$ cat src/can_msg_buffer_pkg.sv
// constants, field layouts and carrier types for the message buffer
package can_msg_buffer_pkg;

   // byte offsets on the register port
   localparam logic [3:0] ADDR_IDENT_HIGH_STD = 4'h0;
   localparam logic [3:0] ADDR_IDENT_LOW_STD  = 4'h1;
   localparam logic [3:0] ADDR_IDENT_MID_EXT  = 4'h2;
   localparam logic [3:0] ADDR_IDENT_LOW_EXT  = 4'h3;
   localparam logic [3:0] ADDR_PAYLOAD0       = 4'h4;
   localparam logic [3:0] ADDR_FRAME_LENGTH   = 4'hc;

   localparam int unsigned BUF_BYTES      = 13;
   localparam int unsigned PAYLOAD_BYTES  = 8;

   // field positions
   localparam int unsigned IDE_BIT        = 3;
   localparam int unsigned STD_RTR_BIT    = 4;
   localparam int unsigned SRR_BIT        = 4;
   localparam int unsigned EXT_RTR_BIT    = 0;

   // identifier widths and serial counts
   localparam int unsigned EXT_ID_BITS    = 29;
   localparam int unsigned STD_ID_BITS    = 11;
   localparam logic [6:0]  EXT_ID_TOP     = 7'h1c;
   localparam logic [6:0]  STD_ID_TOP     = 7'h0a;
   localparam logic [6:0]  CTRL_TOP       = 7'h05;
   localparam logic [3:0]  MAX_DATA_COUNT = 4'h8;

   // reset values
   localparam logic [7:0]  BYTE_RESET     = 8'h00;

   typedef enum logic [1:0] {
      TX_IDLE,
      TX_IDENT,
      TX_CTRL,
      TX_DATA
   } tx_phase_e;

   typedef struct packed {
      logic [28:0]     ident;
      logic            ide;
      logic            rtr;
      logic            srr;
      logic [3:0]      dlc;
      logic [7:0][7:0] payload_bytes;
   } rx_frame_s;

   typedef struct packed {
      logic [12:0][7:0] mem;
      logic [7:0]       rd_data;
      tx_phase_e        phase;
      logic [6:0]       cnt;
      logic             tx_bit;
      logic             tx_valid;
      logic             tx_done;
      logic             arb_win;
   } state_s;

endpackage

$ cat src/can_msg_buffer_layout.sv
// message buffer: register image, frame serializer and receive loader
`timescale 1ns/100ps
`default_nettype none

module can_msg_buffer_layout (
   input  wire logic                         ref_clk,
   input  wire logic                         resetn,
   input  wire logic [3:0]                   reg_addr,
   input  wire logic [7:0]                   reg_wdata,
   input  wire logic                         reg_wr,
   input  wire logic                         reg_rd,
   output logic [7:0]                        reg_rdata,
   input  wire logic                         tx_start,
   output logic                              tx_bit,
   output logic                              tx_bit_valid,
   output logic                              tx_done,
   input  wire logic                         rx_load,
   input  wire can_msg_buffer_pkg::rx_frame_s rx_frame,
   input  wire logic [28:0]                  peer_ident,
   input  wire logic                         peer_ide,
   output logic                              arb_win
);
   import can_msg_buffer_pkg::*;

   ////////////////////////////////////////////////////////////////////////////
   // field decoders

   function automatic logic [28:0] buf_ident(input logic [12:0][7:0] m);
      if (m[ADDR_IDENT_LOW_STD][IDE_BIT]) begin
         buf_ident = {m[ADDR_IDENT_HIGH_STD], m[ADDR_IDENT_LOW_STD][7:5], m[ADDR_IDENT_LOW_STD][2:0],
                      m[ADDR_IDENT_MID_EXT], m[ADDR_IDENT_LOW_EXT][7:1]};
      end else begin
         buf_ident = {18'h00000, m[ADDR_IDENT_HIGH_STD], m[ADDR_IDENT_LOW_STD][7:5]};
      end
   endfunction

   function automatic logic buf_rtr(input logic [12:0][7:0] m);
      if (m[ADDR_IDENT_LOW_STD][IDE_BIT]) begin
         buf_rtr = m[ADDR_IDENT_LOW_EXT][EXT_RTR_BIT];
      end else begin
         buf_rtr = m[ADDR_IDENT_LOW_STD][STD_RTR_BIT];
      end
   endfunction

   // remote frames carry no payload; oversize codes clamp to eight
   function automatic logic [3:0] byte_count(input logic rtr, input logic [3:0] dlc);
      if (rtr) begin
         byte_count = 4'h0;
      end else if (dlc > MAX_DATA_COUNT) begin
         byte_count = MAX_DATA_COUNT;
      end else begin
         byte_count = dlc;
      end
   endfunction

   // standard ids sit in the top of the 29-bit space so one compare serves both
   function automatic logic [28:0] arb_key(input logic [28:0] id, input logic ext);
      if (ext) begin
         arb_key = id;
      end else begin
         arb_key = {id[10:0], 18'h00000};
      end
   endfunction

   ////////////////////////////////////////////////////////////////////////////
   // state

   state_s st_r;
   state_s st_nxt;

   logic [28:0] own_ident;
   logic        own_ext;
   logic        own_rtr;
   logic [3:0]  own_dlc;
   logic [3:0]  own_count;
   logic [5:0]  ctrl_w;
   logic [63:0] payload_w;
   logic [3:0]  rx_count;
   logic [6:0]  last_data;

   always_comb begin
      own_ident = buf_ident(st_r.mem);
      own_ext   = st_r.mem[ADDR_IDENT_LOW_STD][IDE_BIT];
      own_rtr   = buf_rtr(st_r.mem);
      own_dlc   = st_r.mem[ADDR_FRAME_LENGTH][3:0];
      own_count = byte_count(own_rtr, own_dlc);
      ctrl_w    = {own_rtr, own_ext, own_dlc};
      for (int i = 0; i < PAYLOAD_BYTES; i++) begin
         payload_w[63 - 8*i -: 8] = st_r.mem[ADDR_PAYLOAD0 + i];
      end
      rx_count  = byte_count(rx_frame.rtr, rx_frame.dlc);
      last_data = 7'({own_count, 3'b000} - 7'h01);
   end

   ////////////////////////////////////////////////////////////////////////////
   // next state

   always_comb begin
      st_nxt         = st_r;
      st_nxt.tx_done = 1'b0;
      st_nxt.rd_data = 8'h00;

      // buffer is frozen while a frame goes out, so the serializer sees stable fields
      if (st_r.phase == TX_IDLE) begin
         if (reg_wr) begin
            if (reg_addr == ADDR_FRAME_LENGTH) begin
               st_nxt.mem[ADDR_FRAME_LENGTH] = {4'h0, reg_wdata[3:0]};
            end else if (reg_addr < ADDR_FRAME_LENGTH) begin
               st_nxt.mem[reg_addr] = reg_wdata;
            end
         end
         // a received frame wins over a write in the same cycle on the bytes it loads
         if (rx_load) begin
            if (rx_frame.ide) begin
               st_nxt.mem[ADDR_IDENT_HIGH_STD] = rx_frame.ident[28:21];
               st_nxt.mem[ADDR_IDENT_LOW_STD]  = {rx_frame.ident[20:18], rx_frame.srr, 1'b1,
                                                  rx_frame.ident[17:15]};
               st_nxt.mem[ADDR_IDENT_MID_EXT]  = rx_frame.ident[14:7];
               st_nxt.mem[ADDR_IDENT_LOW_EXT]  = {rx_frame.ident[6:0], rx_frame.rtr};
            end else begin
               st_nxt.mem[ADDR_IDENT_HIGH_STD] = rx_frame.ident[10:3];
               st_nxt.mem[ADDR_IDENT_LOW_STD]  = {rx_frame.ident[2:0], rx_frame.rtr, 1'b0, 3'b000};
            end
            st_nxt.mem[ADDR_FRAME_LENGTH] = {4'h0, rx_frame.dlc};
            for (int i = 0; i < PAYLOAD_BYTES; i++) begin
               if (4'(i) < rx_count) begin
                  st_nxt.mem[ADDR_PAYLOAD0 + i] = rx_frame.payload_bytes[i];
               end
            end
         end
      end

      if (reg_rd) begin
         if (reg_addr <= ADDR_FRAME_LENGTH) begin
            st_nxt.rd_data = st_r.mem[reg_addr];
         end
      end

      // serializer: identifier msb first, then rtr, ide, length code, payload
      case (st_r.phase)
         TX_IDLE: begin
            st_nxt.tx_valid = 1'b0;
            if (tx_start) begin
               st_nxt.phase    = TX_IDENT;
               st_nxt.cnt      = own_ext ? EXT_ID_TOP : STD_ID_TOP;
               st_nxt.tx_bit   = own_ident[st_nxt.cnt[4:0]];
               st_nxt.tx_valid = 1'b1;
            end
         end
         TX_IDENT: begin
            if (st_r.cnt == 7'h00) begin
               st_nxt.phase  = TX_CTRL;
               st_nxt.cnt    = CTRL_TOP;
               st_nxt.tx_bit = ctrl_w[5];
            end else begin
               st_nxt.cnt    = st_r.cnt - 7'h01;
               st_nxt.tx_bit = own_ident[st_nxt.cnt[4:0]];
            end
         end
         TX_CTRL: begin
            if (st_r.cnt == 7'h00) begin
               if (own_count == 4'h0) begin
                  st_nxt.phase    = TX_IDLE;
                  st_nxt.tx_valid = 1'b0;
                  st_nxt.tx_done  = 1'b1;
               end else begin
                  st_nxt.phase  = TX_DATA;
                  st_nxt.cnt    = 7'h00;
                  st_nxt.tx_bit = payload_w[63];
               end
            end else begin
               st_nxt.cnt    = st_r.cnt - 7'h01;
               st_nxt.tx_bit = ctrl_w[st_nxt.cnt[2:0]];
            end
         end
         TX_DATA: begin
            if (st_r.cnt == last_data) begin
               st_nxt.phase    = TX_IDLE;
               st_nxt.tx_valid = 1'b0;
               st_nxt.tx_done  = 1'b1;
            end else begin
               st_nxt.cnt    = st_r.cnt + 7'h01;
               st_nxt.tx_bit = payload_w[6'(7'h3f - st_nxt.cnt)];
            end
         end
         default: begin
            st_nxt.phase = TX_IDLE;
         end
      endcase

      // ties do not count as a win
      st_nxt.arb_win = arb_key(own_ident, own_ext) < arb_key(peer_ident, peer_ide);
   end

   ////////////////////////////////////////////////////////////////////////////
   // registers

   always_ff @(posedge ref_clk or negedge resetn) begin
      if (!resetn) begin
         st_r <= '{mem: {BUF_BYTES{BYTE_RESET}}, rd_data: 8'h00, phase: TX_IDLE, cnt: 7'h00,
                   tx_bit: 1'b0, tx_valid: 1'b0, tx_done: 1'b0, arb_win: 1'b0};
      end else begin
         st_r <= st_nxt;
      end
   end

   assign reg_rdata    = st_r.rd_data;
   assign tx_bit       = st_r.tx_bit;
   assign tx_bit_valid = st_r.tx_valid;
   assign tx_done      = st_r.tx_done;
   assign arb_win      = st_r.arb_win;

endmodule // can_msg_buffer_layout

`default_nettype wire

$ cat config.mk
export PLATFORM = sky130hd
export DESIGN_NAME = can_msg_buffer_layout
export DESIGN_NICKNAME = d
export VERILOG_FILES = /design/src/can_msg_buffer_pkg.sv /design/src/can_msg_buffer_layout.sv
export SDC_FILE = /design/constraint.sdc
export NUM_CORES = 1
export LEC_CHECK = 0
export ABC_CLOCK_PERIOD_IN_PS = 5600
export BUFFER_PORTS_ARGS = -buffer_cell sky130_fd_sc_hd__buf_2
export CAP_MARGIN = 20
export CORE_MARGIN = 4
export CORE_UTILIZATION = 45
export CTS_CLUSTER_DIAMETER = 80
export DETAILED_ROUTE_END_ITERATION = 6
export PLACE_DENSITY = 0.66
export SYNTH_ARGS = -nofsm -noshare
export SYNTH_HDL_FRONTEND = slang
export SYNTH_SLANG_ARGS = --single-unit
$ cat constraint.sdc
create_clock -name ref_clk -period 5.6 [get_ports ref_clk]
set_input_delay 0.56 -clock ref_clk [delete_from_list [all_inputs] [get_ports ref_clk]]
set_output_delay 0.56 -clock ref_clk [all_outputs]
set_load 0.1 [all_outputs]
Word-level counts from Yosys, hierarchy flattened
Cells that the tools add are included.

Register bits after elaboration: 125. Latch bits: 0. Bits in writable memories: 0. Bits in read-only memories: 0. Output and inout bits: 12. Logic and storage cells: 123. Memories kept: 0.

Add/subtract/negate cells: 4. $mul: 0. Div/mod/pow operators: 0. Order comparisons: 19. Equality and inequality tests: 13. Shift-type cells: 0. Multiplexer cells: 54. Bitwise operators: 0. Reduce and logical (&&, ||, !) cells: 13.

Operator list (count): 104-bit 2-to-1 mux (3); 8-bit 2-to-1 mux (17); 104-bit bitwise mux (1); 96-bit 2-to-1 mux (1); 29-bit 2-to-1 mux (3); 10-bit case mux with 4 select lines (1); 8-bit binary-select mux with 4-bit select (1); 8-bit demux with 4-bit select (1); 16-bit 2-to-1 mux (2); 29-bit < comparator (1); 3-bit by 4-bit < comparator with 1-bit output, first input constant (4); 4-bit 2-to-1 mux (4); 2-bit 2-to-1 mux (7); 2-bit != test, second input constant (7); 7-bit by 1-bit subtractor with 7-bit output, second input constant (2); 5-bit by 6-bit < comparator with 1-bit output, second input constant (2); 4-bit AND reduction (3); 11-bit 2-to-1 mux (1); 1-bit binary-select mux with 5-bit select (2); 4-bit > comparator, second input constant (2); 1-bit by 4-bit < comparator with 1-bit output, first input constant (2); 2-bit by 4-bit < comparator with 1-bit output, first input constant (2); 7-bit by 1-bit adder with 7-bit output, second input constant (1); 7-bit == test (1); 24 further kinds (32).

Longest topological paths before layout
Gate-level depths: netlist (run 1).

Word-level depth: 10. Depth in mapped cells: 15. Mapped depth without buffers: 10.

Worst setup path after synthesis (run 1)
Ideal clock, no wire load.

Kind: register to register. Start point: reg st_r[4] in the netlist's numbering. End point: reg st_r, in the netlist tx_bit. Data arrival time: 3.450 ns. Required time: 5.476 ns. Path slack: 2.026 ns. Stages on the path, launching flop included: 16. Path buffers: 7. Period minus slack after synthesis: 3.574 ns. Cells stage by stage: dfrtp_1 -> buf_6 -> buf_2 -> buf_2 -> buf_1 -> inv_1 -> ha_1 -> buf_4 -> buf_4 -> buf_2 -> mux4_2 -> nand2_1 -> nand2_1 -> o211ai_1 -> nand3_1 -> a211o_1.

Cells in the longest elaborated chain, start to end: 6. Elaborated cells between the ends (all ways): 18. Those cells by class: 3 x add/sub; 3 x eq/ne; 10 x mux; 2 x reduce/logical.

RTL lines: start: declaration (line can_msg_buffer_layout.sv:68) `state_s st_r;`; start signal: assignment (line can_msg_buffer_layout.sv:200) `st_r <= '{mem: {BUF_BYTES{BYTE_RESET}}, rd_data: 8'h00, phase: TX_IDLE, cnt: 7'h00,`; start signal: assignment (line can_msg_buffer_layout.sv:203) `st_r <= st_nxt;`; 7-bit by 1-bit adder with 7-bit output (line can_msg_buffer_layout.sv:182) `st_nxt.cnt = st_r.cnt + 7'h01;`; 6-bit subtractor (line can_msg_buffer_layout.sv:183) `st_nxt.tx_bit = payload_w[6'(7'h3f - st_nxt.cnt)];`; 1-bit binary-select mux with 6-bit select (line can_msg_buffer_layout.sv:183); 1-bit 2-to-1 mux (implied by the code) (line can_msg_buffer_layout.sv:183); 8-bit 2-to-1 mux (line can_msg_buffer_layout.sv:177) `if (st_r.cnt == last_data) begin`; 10-bit case mux with 4 select lines (line can_msg_buffer_layout.sv:140) `case (st_r.phase)`.

Parallel ways exist; a longest one is shown, timed or not. The select of a mux whose other input is x is not followed. A chain may end at the register's enable or synchronous reset.

Worst setup path in the final report (run 1)
Ends and elaborated chain as after synthesis.

==> results of run 1 <==
[where the power goes]
| part | total [W] | internal [W] | leakage [nW] | switching [W] |
|---|---|---|---|---|
| Clock | 0.00115 | 0.000684 | 0.301 | 0.000463 |
| Sequential | 0.000999 | 0.000945 | 1.62 | 0.0000548 |
| Combinational | 0.000408 | 0.000174 | 2.90 | 0.000234 |
[synthesized netlist by cell type (24+ instances only)]
cell        n
clkbuf_1   58
dfrtp_1   125
o21ai_0    86
nand2_1    72
ha_1       38
o22ai_1    26
nor2_1    106
a21oi_1   109
mux2i_1    24
mux4_2     59
and2_1     24
nand3_1    58
nor2b_1    25
[per-stage QoR]
step	area [um2]	setup WS, ns	utilization	cells
6_report	10740	1.854	0.5308	1393
5_1_grt	10740	1.480	0.5308	1393
4_1_cts	10710	1.822	0.5291	1391
3_5_place_dp	10100	1.838	0.4989	1359
3_3_place_gp	10100	1.917	0.4989	1359
2_1_floorplan	9260	2.026	-	1004
[registers in the layout (all words and copies together) (netlist names)]
register      flops
ctrl_w            5
arb_win           1
reg_rdata         8
st_r             44
tx_bit_valid      1
tx_bit            1
tx_done           1
payload_w        64
[worst paths after layout]
| kind | cells after the start | slack (ns) | to |
|---|---|---|---|
| setup / recovery | 11 | 1.85 | tx_bit |
| hold / removal | 1 | 0.06 | tx_done |
| setup reg to reg | 11 | 1.85 | tx_bit |
| hold reg to reg | 1 | 0.50 | st_r[124] |
| max in group asynchronous | 3 | 4.24 | payload_w[0] |
| min in group ref_clk | 3 | 0.44 | payload_w[0] |
[worst register-to-register path: stages (launching register included)]
cell and delay (ns):
dfrtp_1 0.32, buf_4 0.41, inv_1 0.14, ha_1 0.85, buf_4 0.39, mux4_2 0.32, and2_1 0.16, a311oi_1 0.21
o21ai_0 0.15, a221oi_1 0.24, nand3_1 0.13, a211o_1 0.30
[cell type report]
cell class	instances	share of cell area
timing repair buffer	169	0.08318
tap	270	0.03145
clock inverter	14	0.01584
clock buffer	18	0.04089
inverter	12	0.004194
sequential	125	0.2912
multi-input combinational	785	0.5332
[layer usage]
layer,share of wire,wire (um)
met1,0.41,12940
met2,0.46,14720
met3,0.10,3184
met4,0.028,890
met5,0,0
[logic make-up after synthesis]
logic type / count (synthesis) / share of synthesized area
AND/OR/NAND/NOR: 337 / 0.1755
AO/OA/AOI/OAI: 298 / 0.1886
flip-flops: 125 / 0.3378
multiplexers: 100 / 0.1905
buffers and inverters: 94 / 0.04486
adder cells (fa/ha/maj): 38 / 0.05134
XOR/XNOR: 12 / 0.01135
==> metrics.md, run 1 <==
| Metric | Value |
|---|---|
| Clock Path Buffers | `2` |
| Total iterations of the first detailed-routing run | `5` |
| Area fraction of the dominant cell type after synthesis | `0.3378` |
| H-tree level count | `4` |
| Drt drc | `0` |
| Async set or reset register ratio after synthesis | `1.000` |
| MaxCap Viol Count | `0` |
| Distinct cells, synth | `about 60` |
| Cell Rows | `52` |
| DIE HEIGHT | `151.5 um` |
| Synth-to-layout area growth | `15.98%` |
| Commonest non-fill, non-tap cell in the layout | `buf_2` |
| EDFF count, synth | `0` |
| IO buf count | `159` |
| Slew Limit Fails | `0` |
| Area of the multi-input gates | `5727 um2` |
| Skew final | `0.01086 ns` |
| Later-pin clock latency in the skew report | `roughly 0.43 ns` |
| Status | `completed` |
| CP arrival | `4.06 ns` |
| Worst-path fanout max | `37` |
| Post-CTS Setup Bufs | `0` |
| HPWL Detailed | `~24000 um` |
| All-Layer GR Usage | `0.2774` |
| Setup TNS | `0 ns` |
| Clk pin slew, worst setup/hold paths | `0.06 ns` |
| Worst Setup SP | `st_r[4]` |
| Startpoint Class | `register` |
| Met3 Use GR | `0.06960` |
| Initial Util | `0.4576` |
| Slew @ Worst Pin | `approximately 1.2 ns` |
| Pwr Total | `0.002554 W` |
| Top delay family on crit path | `buffers and inverters` |
| Met1 Resource Use GR | `0.3908` |
| Initial DRC Count | `approximately 1.2k` |
| Initial antenna violation count | `0` |
| Synth Area per Inst | `9.223 um2` |
| M2 GR Usage | `0.4208` |
| Antenna diodes | `0` |
| PwrDens | `237.8 nW/um2` |
| Via Count | `between 8k and 9k` |
| Final min period | `3.746 ns` |
| Peak VDD IR | `between 200 and 250 uV` |
| Slew headroom | `0.2062` |
| Seq/Total Area, Yosys | `0.3378` |
| # fillers | `1868` |
| Setup violators final | `0` |
| Std-Cell Core Area | `20230 um2` |
| Grt ovf | `0` |
| Vias/cell | `between 6 and 7` |
| Top FF cell, synth | `dfrtp_1` |
| FF/Latch Area | `roughly 3100 um2` |
| DR WL/cell | `roughly 23 um` |
| CP dominant cell by count | `buf_4` |
| GRT Max-Usage Layer | `met2` |
| CTS Root Cell | `clkbuf_16` |
| Vias in the first global route | `~8.2k` |
| R2r startpoint | `st_r[4]` |
| # IOs | `160` |
| Post-CTS Resized | `0` |
| FMAX | `0.2669 GHz` |
| Critical path's largest stage delay | `0.85 ns` |
| Mapped Area | `9260 um2` |
| Gpl congestion | `about 0.98` |
| CP Capture Type | `register` |
| Seq cells post-synth | `125` |
| Die W | `151.5 um` |
| First-pass GRT wire length | `47880 um` |
| Crit share post-route | `0.6690` |
| Buffers & Inverters on Critical Path | `3` |
| WHS | `0.05752 ns` |
| Top cells by area, synth | `dfrtp_1 (34%), mux4_2 (14%), a21oi_1 (5.9%), ha_1 (5.1%), o21ai_0 (4.6%)` |
| Antenna-violating nets left | `0` |
| Min-Delay Path Class | `in2async` |
| Hold buffers post-CTS | `0` |
| Unrepaired setup endpoints after global routing | `false` |
| Largest net degree at the start of global routing | `between 80 and 90` |
| Detailed Route WL | `31740 um` |
| Top cell type by total area after synthesis | `dfrtp_1` |
| Crit-path slowest cell | `ha_1` |
| Syn_nets | `between 1k and 1.5k` |
| Endpoints failing hold | `0` |
| Clock sink count | `~130` |
| Critical path class | `reg2reg` |
| CTS tree | `built` |
| Synth warn | `0` |
| Cell Chain, Critical Path | `buf_4 > inv_1 > ha_1 > buf_4 > mux4_2 > and2_1 > a311oi_1 > o21ai_0 > a221oi_1 > nand3_1 > a211o_1` |
| Layout cell share with drive strength beyond 1 | `0.2547` |
| DIE AREA | `22940 um2` |
| Pleak | `4.820 nW` |
| Instance count of the mapped netlist | `1004` |
| Nets | `1296` |
| Most frequent cells in the layout | `buf_2 (158), dfrtp_1 (125), a21oi_1 (109)` |
| WP data required | `about 6 ns` |
| CTS buffer count | `17` |
No activity file was read; power rests on OpenSTA's default activity.
==> inputs of run 2 (changes only) <==
- ABC_CLOCK_PERIOD_IN_PS: 5600 -> 3300
- PLACE_DENSITY: 0.66 -> 0.69
- clock period: 5.6 -> 3.3 ns (I/O delays scaled with it)
==> metrics.md, run 2 (same netlist as run 1, synthesis figures left out) <==
| Metric | Value |
|---|---|
| Status | `completed` |
| Drt drc | `0` |
| Pleak | `4.904 nW` |
| Pwr Total | `0.004252 W` |
| Clock Path Buffers | `2` |
| FF/Latch Area | `approximately 3100 um2` |
| Sw frac | `0.2905` |
| Comb power frac | `0.165` |
| DR WL/cell | `about 22 um` |
| Initial Util | `0.4576` |
| Via Count | `roughly 8.8k` |
| Startpoint Class | `register` |
| Clk pin slew, worst setup/hold paths | `0.06 ns` |
| Crit path setup slack, layout | `0.4372 ns` |
| Detailed Route WL | `31680 um` |
| Gpl congestion | `0.9446` |
| First-pass GRT wire length | `48420 um` |
| Area of the multi-input gates | `5727 um2` |
| Critical path class | `reg2reg` |
| CTS buffer count | `17` |
| HPWL Detailed | `approximately 24000 um` |
| Std-Cell Core Area | `20230 um2` |
| Initial antenna violation count | `0` |
| R2r worst-path depth | `10` |
| Peak VDD IR | `348.6 uV` |
| Antenna-violating nets left | `0` |
| Vias in the first global route | `8456` |
| Min-Delay Path Class | `in2async` |
| Clk pwr share | `0.436` |
| Skew final | `0.008862 ns` |
| Worst-path fanout max | `9` |
| DP Worst Slack | `0.4676 ns` |
| Die W | `between 150 and 200 um` |
| PwrDens | `391.1 nW/um2` |
| CP arrival | `3.17 ns` |
| # IOs | `between 150 and 200` |
| Antenna diodes | `0` |
| Commonest non-fill, non-tap cell in the layout | `buf_2` |
| IO buf count | `159` |
| Slew @ Worst Pin | `0.8610 ns` |
| Clock sink count | `125` |
| Slew Limit Fails | `0` |
| Setup violators final | `0` |
| FMAX | `0.3493 GHz` |
| Nets | `1318` |
| Psw | `0.001235 W` |
| P_int | `0.003017 W` |
| Unrepaired setup endpoints after global routing | `false` |
| Post-Place Cells | `about 1.4k` |
| DIE AREA | `22940 um2` |
| Slew headroom | `0.4207` |
| Max FFs per register | `64` |
| H-tree level count | `4` |
| CTS Root Cell | `clkbuf_16` |
| Later-pin clock latency in the skew report | `0.43 ns` |
| Cell Rows | `52` |
| WP data required | `about 3.6 ns` |
| Crit share post-route | `0.8675` |
| Post-CTS Resized | `0` |
| # fillers | `1850` |
| Post-CTS Setup Bufs | `0` |
| CP Capture Type | `register` |
| All-Layer GR Usage | `0.2781` |
| Vias/cell | `6.248` |
| Setup TNS | `0 ns` |
| Largest net degree at the start of global routing | `60` |
| Endpoints failing hold | `0` |
| Most frequent cells in the layout | `buf_2 (158), dfrtp_1 (125), a21oi_1 (109)` |
| MaxCap Viol Count | `0` |
| Hold buffers post-CTS | `0` |
| Initial DRC Count | `1058` |
| DIE HEIGHT | `151.5 um` |
| Synth-to-layout area growth | `17.40%` |
| CTS tree | `built` |
| Reg power frac | `0.399` |
| Layout cell share with drive strength beyond 1 | `0.2675` |
| Final min period | `2.863 ns` |
| Non-filler cells, final | `approximately 1.4k` |
| Total iterations of the first detailed-routing run | `6` |
| Grt ovf | `0` |
[run 2: metrics by stage]
stage	util	hold slack [ns]	cell area (um2)
global placement	0.5077	0.4738	10270
floorplan	-	0.03441	9273
finish	0.5373	0.008140	10870
CTS	0.5359	0.02383	10840
global route	0.5373	0.05927	10870
detailed placement	0.5077	0.4740	10270
[run 2: path summary, 6_finish.rpt]
path / start / slack (ns) / endpoint
worst min-delay path: resetn / 0.008 / payload_w[29]
worst max-delay path: ctrl_w[4] / 0.44 / tx_bit
worst max register to register: ctrl_w[4] / 0.44 / tx_bit
max in group asynchronous: resetn / 2.48 / payload_w[47]
worst min register to register: st_r[12] / 0.51 / st_r[12]
min in group ref_clk: rx_frame[87] / 0.21 / st_r[30]
[run 2: worst max-delay path, cell delays in order (launching register included)]
cell       delay (ns)
dfrtp_1          0.40
mux2_4           0.36
nor3b_2          0.26
inv_1            0.09
ha_1             0.21
xnor2_1          0.13
nor4_1           0.36
o2111ai_1        0.24
o21ai_1          0.30
nor4_1           0.11
a211o_1          0.28
[run 2: metal layers]
metal,part of all wire,global-route usage,vias up
li1,-,-,3993
met1,0.40,0.3943,4211
met2,0.46,0.4203,557
met3,0.11,0.06633,73
met4,0.031,0.09474,0
met5,0,0,-
[run 2: area by class of cell]
cell class                 instances  area share
inverter                          12    0.004143
tap                              270     0.03107
clock buffer                      18     0.03948
clock inverter                    13     0.01300
multi-input combinational        785      0.5268
timing repair buffer             191     0.09782
sequential                       125      0.2877
[run 2: power groups by stage]
stage	sequential, W	clock [W]	combinational [W]
2_1_floorplan	0.00167	0	0.000431
3_3_place_gp	0.00172	0	0.000680
3_5_place_dp	0.00172	0	0.000686
4_1_cts	0.00169	0.00187	0.000691
5_1_grt	0.00170	0.00195	0.000760
6_report	0.00170	0.00185	0.000701
==> inputs of run 3 (changes only) <==
- BUFFER_PORTS_ARGS: -buffer_cell sky130_fd_sc_hd__buf_2 -> unset
- DONT_BUFFER_PORTS: unset -> 1
- PLACE_DENSITY: 0.69 -> unset
==> metrics.md, run 3 (same netlist as run 1, synthesis figures left out) <==
| Metric | Value |
|---|---|
| Critical path class | `reg2reg` |
| Slew @ Worst Pin | `1.065 ns` |
| Max FFs per register | `64` |
| DIE AREA | `~23000 um2` |
| Endpoints failing hold | `0` |
| Initial DRC Count | `982` |
| PwrDens | `roughly 420 nW/um2` |
| Gpl congestion | `0.9322` |
| # IOs | `160` |
| Final min period | `2.962 ns` |
| Drt drc | `0` |
| Reg power frac | `0.412` |
| Setup TNS | `0 ns` |
| Crit share post-route | `0.8975` |
| Std-Cell Core Area | `20230 um2` |
| Initial Util | `0.4576` |
| CTS buffer count | `17` |
| Nets | `1146` |
| MaxCap Viol Count | `0` |
| FF/Latch Area | `3128 um2` |
| Critical path's largest stage delay | `0.49 ns` |
| Hold buffers post-CTS | `2` |
| H-tree level count | `4` |
| First-pass GRT wire length | `~48000 um` |
| Slew Limit Fails | `0` |
| Crit-path slowest cell | `ha_1` |
| Most frequent cells in the layout | `dfrtp_1 (125), a21oi_1 (109), nor2_1 (106)` |
| Psw | `0.001160 W` |
| Die W | `approximately 150 um` |
| Total iterations of the first detailed-routing run | `5` |
| Antenna diodes | `0` |
| Antenna-violating nets left | `0` |
| Pleak | `roughly 4.2 nW` |
| Startpoint Class | `register` |
| Detailed Route WL | `31840 um` |
| Vias/cell | `6.588` |
| Cell Rows | `52` |
| Post-CTS Setup Bufs | `0` |
| Skew final | `0.01009 ns` |
| Comb power frac | `0.113` |
| CP arrival | `3.28 ns` |
| Peak VDD IR | `~360 uV` |
| WP data required | `3.62 ns` |
| Later-pin clock latency in the skew report | `0.44 ns` |
| Grt ovf | `0` |
| Layout cell share with drive strength beyond 1 | `0.1367` |
| FMAX | `0.3377 GHz` |
| Status | `completed` |
| Min-Delay Path Class | `in2reg` |
| Sw frac | `0.2740` |
| Unrepaired setup endpoints after global routing | `false` |
| Vias in the first global route | `7924` |
| Post-CTS Resized | `0` |
| # fillers | `1916` |
| Crit path setup slack, layout | `0.3384 ns` |
| Via Count | `8189` |
| CP Capture Type | `register` |
| Worst-path fanout max | `14` |
| All-Layer GR Usage | `0.2817` |
| IO buf count | `0` |
| CTS tree | `built` |
| HPWL Detailed | `about 23000 um` |
| Commonest non-fill, non-tap cell in the layout | `dfrtp_1` |
| Buffers & Inverters on Critical Path | `2` |
| Clk pin slew, worst setup/hold paths | `0.06 ns` |
| DR WL/cell | `approximately 26 um` |
| Clock sink count | `125` |
| Area of the multi-input gates | `5727 um2` |
| P_int | `0.003072 W` |
| DIE HEIGHT | `approximately 150 um` |
| DP Worst Slack | `0.3512 ns` |
| Largest net degree at the start of global routing | `126` |
| Initial antenna violation count | `1` |
| Synth-to-layout area growth | `8.324%` |
| Clk pwr share | `0.475` |
| Top delay family on crit path | `compound AO/OA/AOI/OAI gates` |
| CTS Root Cell | `clkbuf_16` |
| Cell Chain, Critical Path | `inv_1 > ha_1 > buf_4 > mux4_2 > and2_1 > a311oi_1 > o21ai_0 > a221oi_1 > nand3_1 > a211o_1` |
| Setup violators final | `0` |
| Clock Path Buffers | `2` |
| Slew headroom | `0.2884` |
==> run 3: cell type report <==
cell class / instances / share of cell area
inverters: 12 / 0.004490
well taps: 270 / 0.03368
clock inverters: 11 / 0.01547
multi-input cells: 785 / 0.5709
repair buffers: 19 / 0.01771
flip-flops and latches: 125 / 0.3118
clock buffers: 21 / 0.04590
==> run 3: worst paths after layout <==
check / from / end / slack, ns / cells past startpoint
setup / recovery: st_r[5] / tx_bit / 0.34 / 10
hold / removal: rx_load / ctrl_w[3] / 0.007 / 1
setup reg to reg: st_r[5] / tx_bit / 0.34 / 10
hold reg to reg: st_r[121] / st_r[121] / 0.50 / 1
max in group asynchronous: resetn / st_r[23] / 2.22 / 2
min in group asynchronous: resetn / tx_bit_valid / 0.49 / 2
==> run 3: per-stage QoR <==
| stage | power, W | hold slack (ns) | util | area (um2) | std cells |
|---|---|---|---|---|---|
| 3_5_place_dp | 0.002202 | 0.04624 | 0.4635 | 9378 | 1209 |
| 5_1_grt | 0.004364 | 0.01260 | 0.4957 | 10030 | 1243 |
| 2_1_floorplan | 0.002103 | 0.03441 | - | 9273 | 1004 |
| 4_1_cts | 0.004232 | 0.006720 | 0.4957 | 10030 | 1243 |
| 3_3_place_gp | 0.002198 | 0.04553 | 0.4635 | 9378 | 1209 |
| 6_report | 0.004232 | 0.007419 | 0.4957 | 10030 | 1243 |
==> run 3: worst register-to-register path, delay by kind of cell (launching register included) <==
kind | cells | cell delay, ns
fa+ha+maj | 1 | 0.49
compound gates | 4 | 0.93
buf+inv | 2 | 0.38
simple gates | 2 | 0.33
flops | 1 | 0.40
mux | 1 | 0.32
==> run 3: per-layer routing <==
metal	routed length, um	global-route usage	up-vias
met5	12	0	-
met4	864	0.07570	2
met3	3447	0.08923	69
met2	14770	0.4319	495
met1	12750	0.3879	3973
li1	-	-	3650
==> run 3: power groups by stage <==
stage | combinational, W | sequential (W) | clock [W]
after global routing | 0.000529 | 0.00175 | 0.00209
after detailed placement | 0.000438 | 0.00176 | 0
after floorplan | 0.000431 | 0.00167 | 0
after global placement | 0.000434 | 0.00176 | 0
final | 0.000479 | 0.00174 | 0.00201
after CTS | 0.000479 | 0.00174 | 0.00202
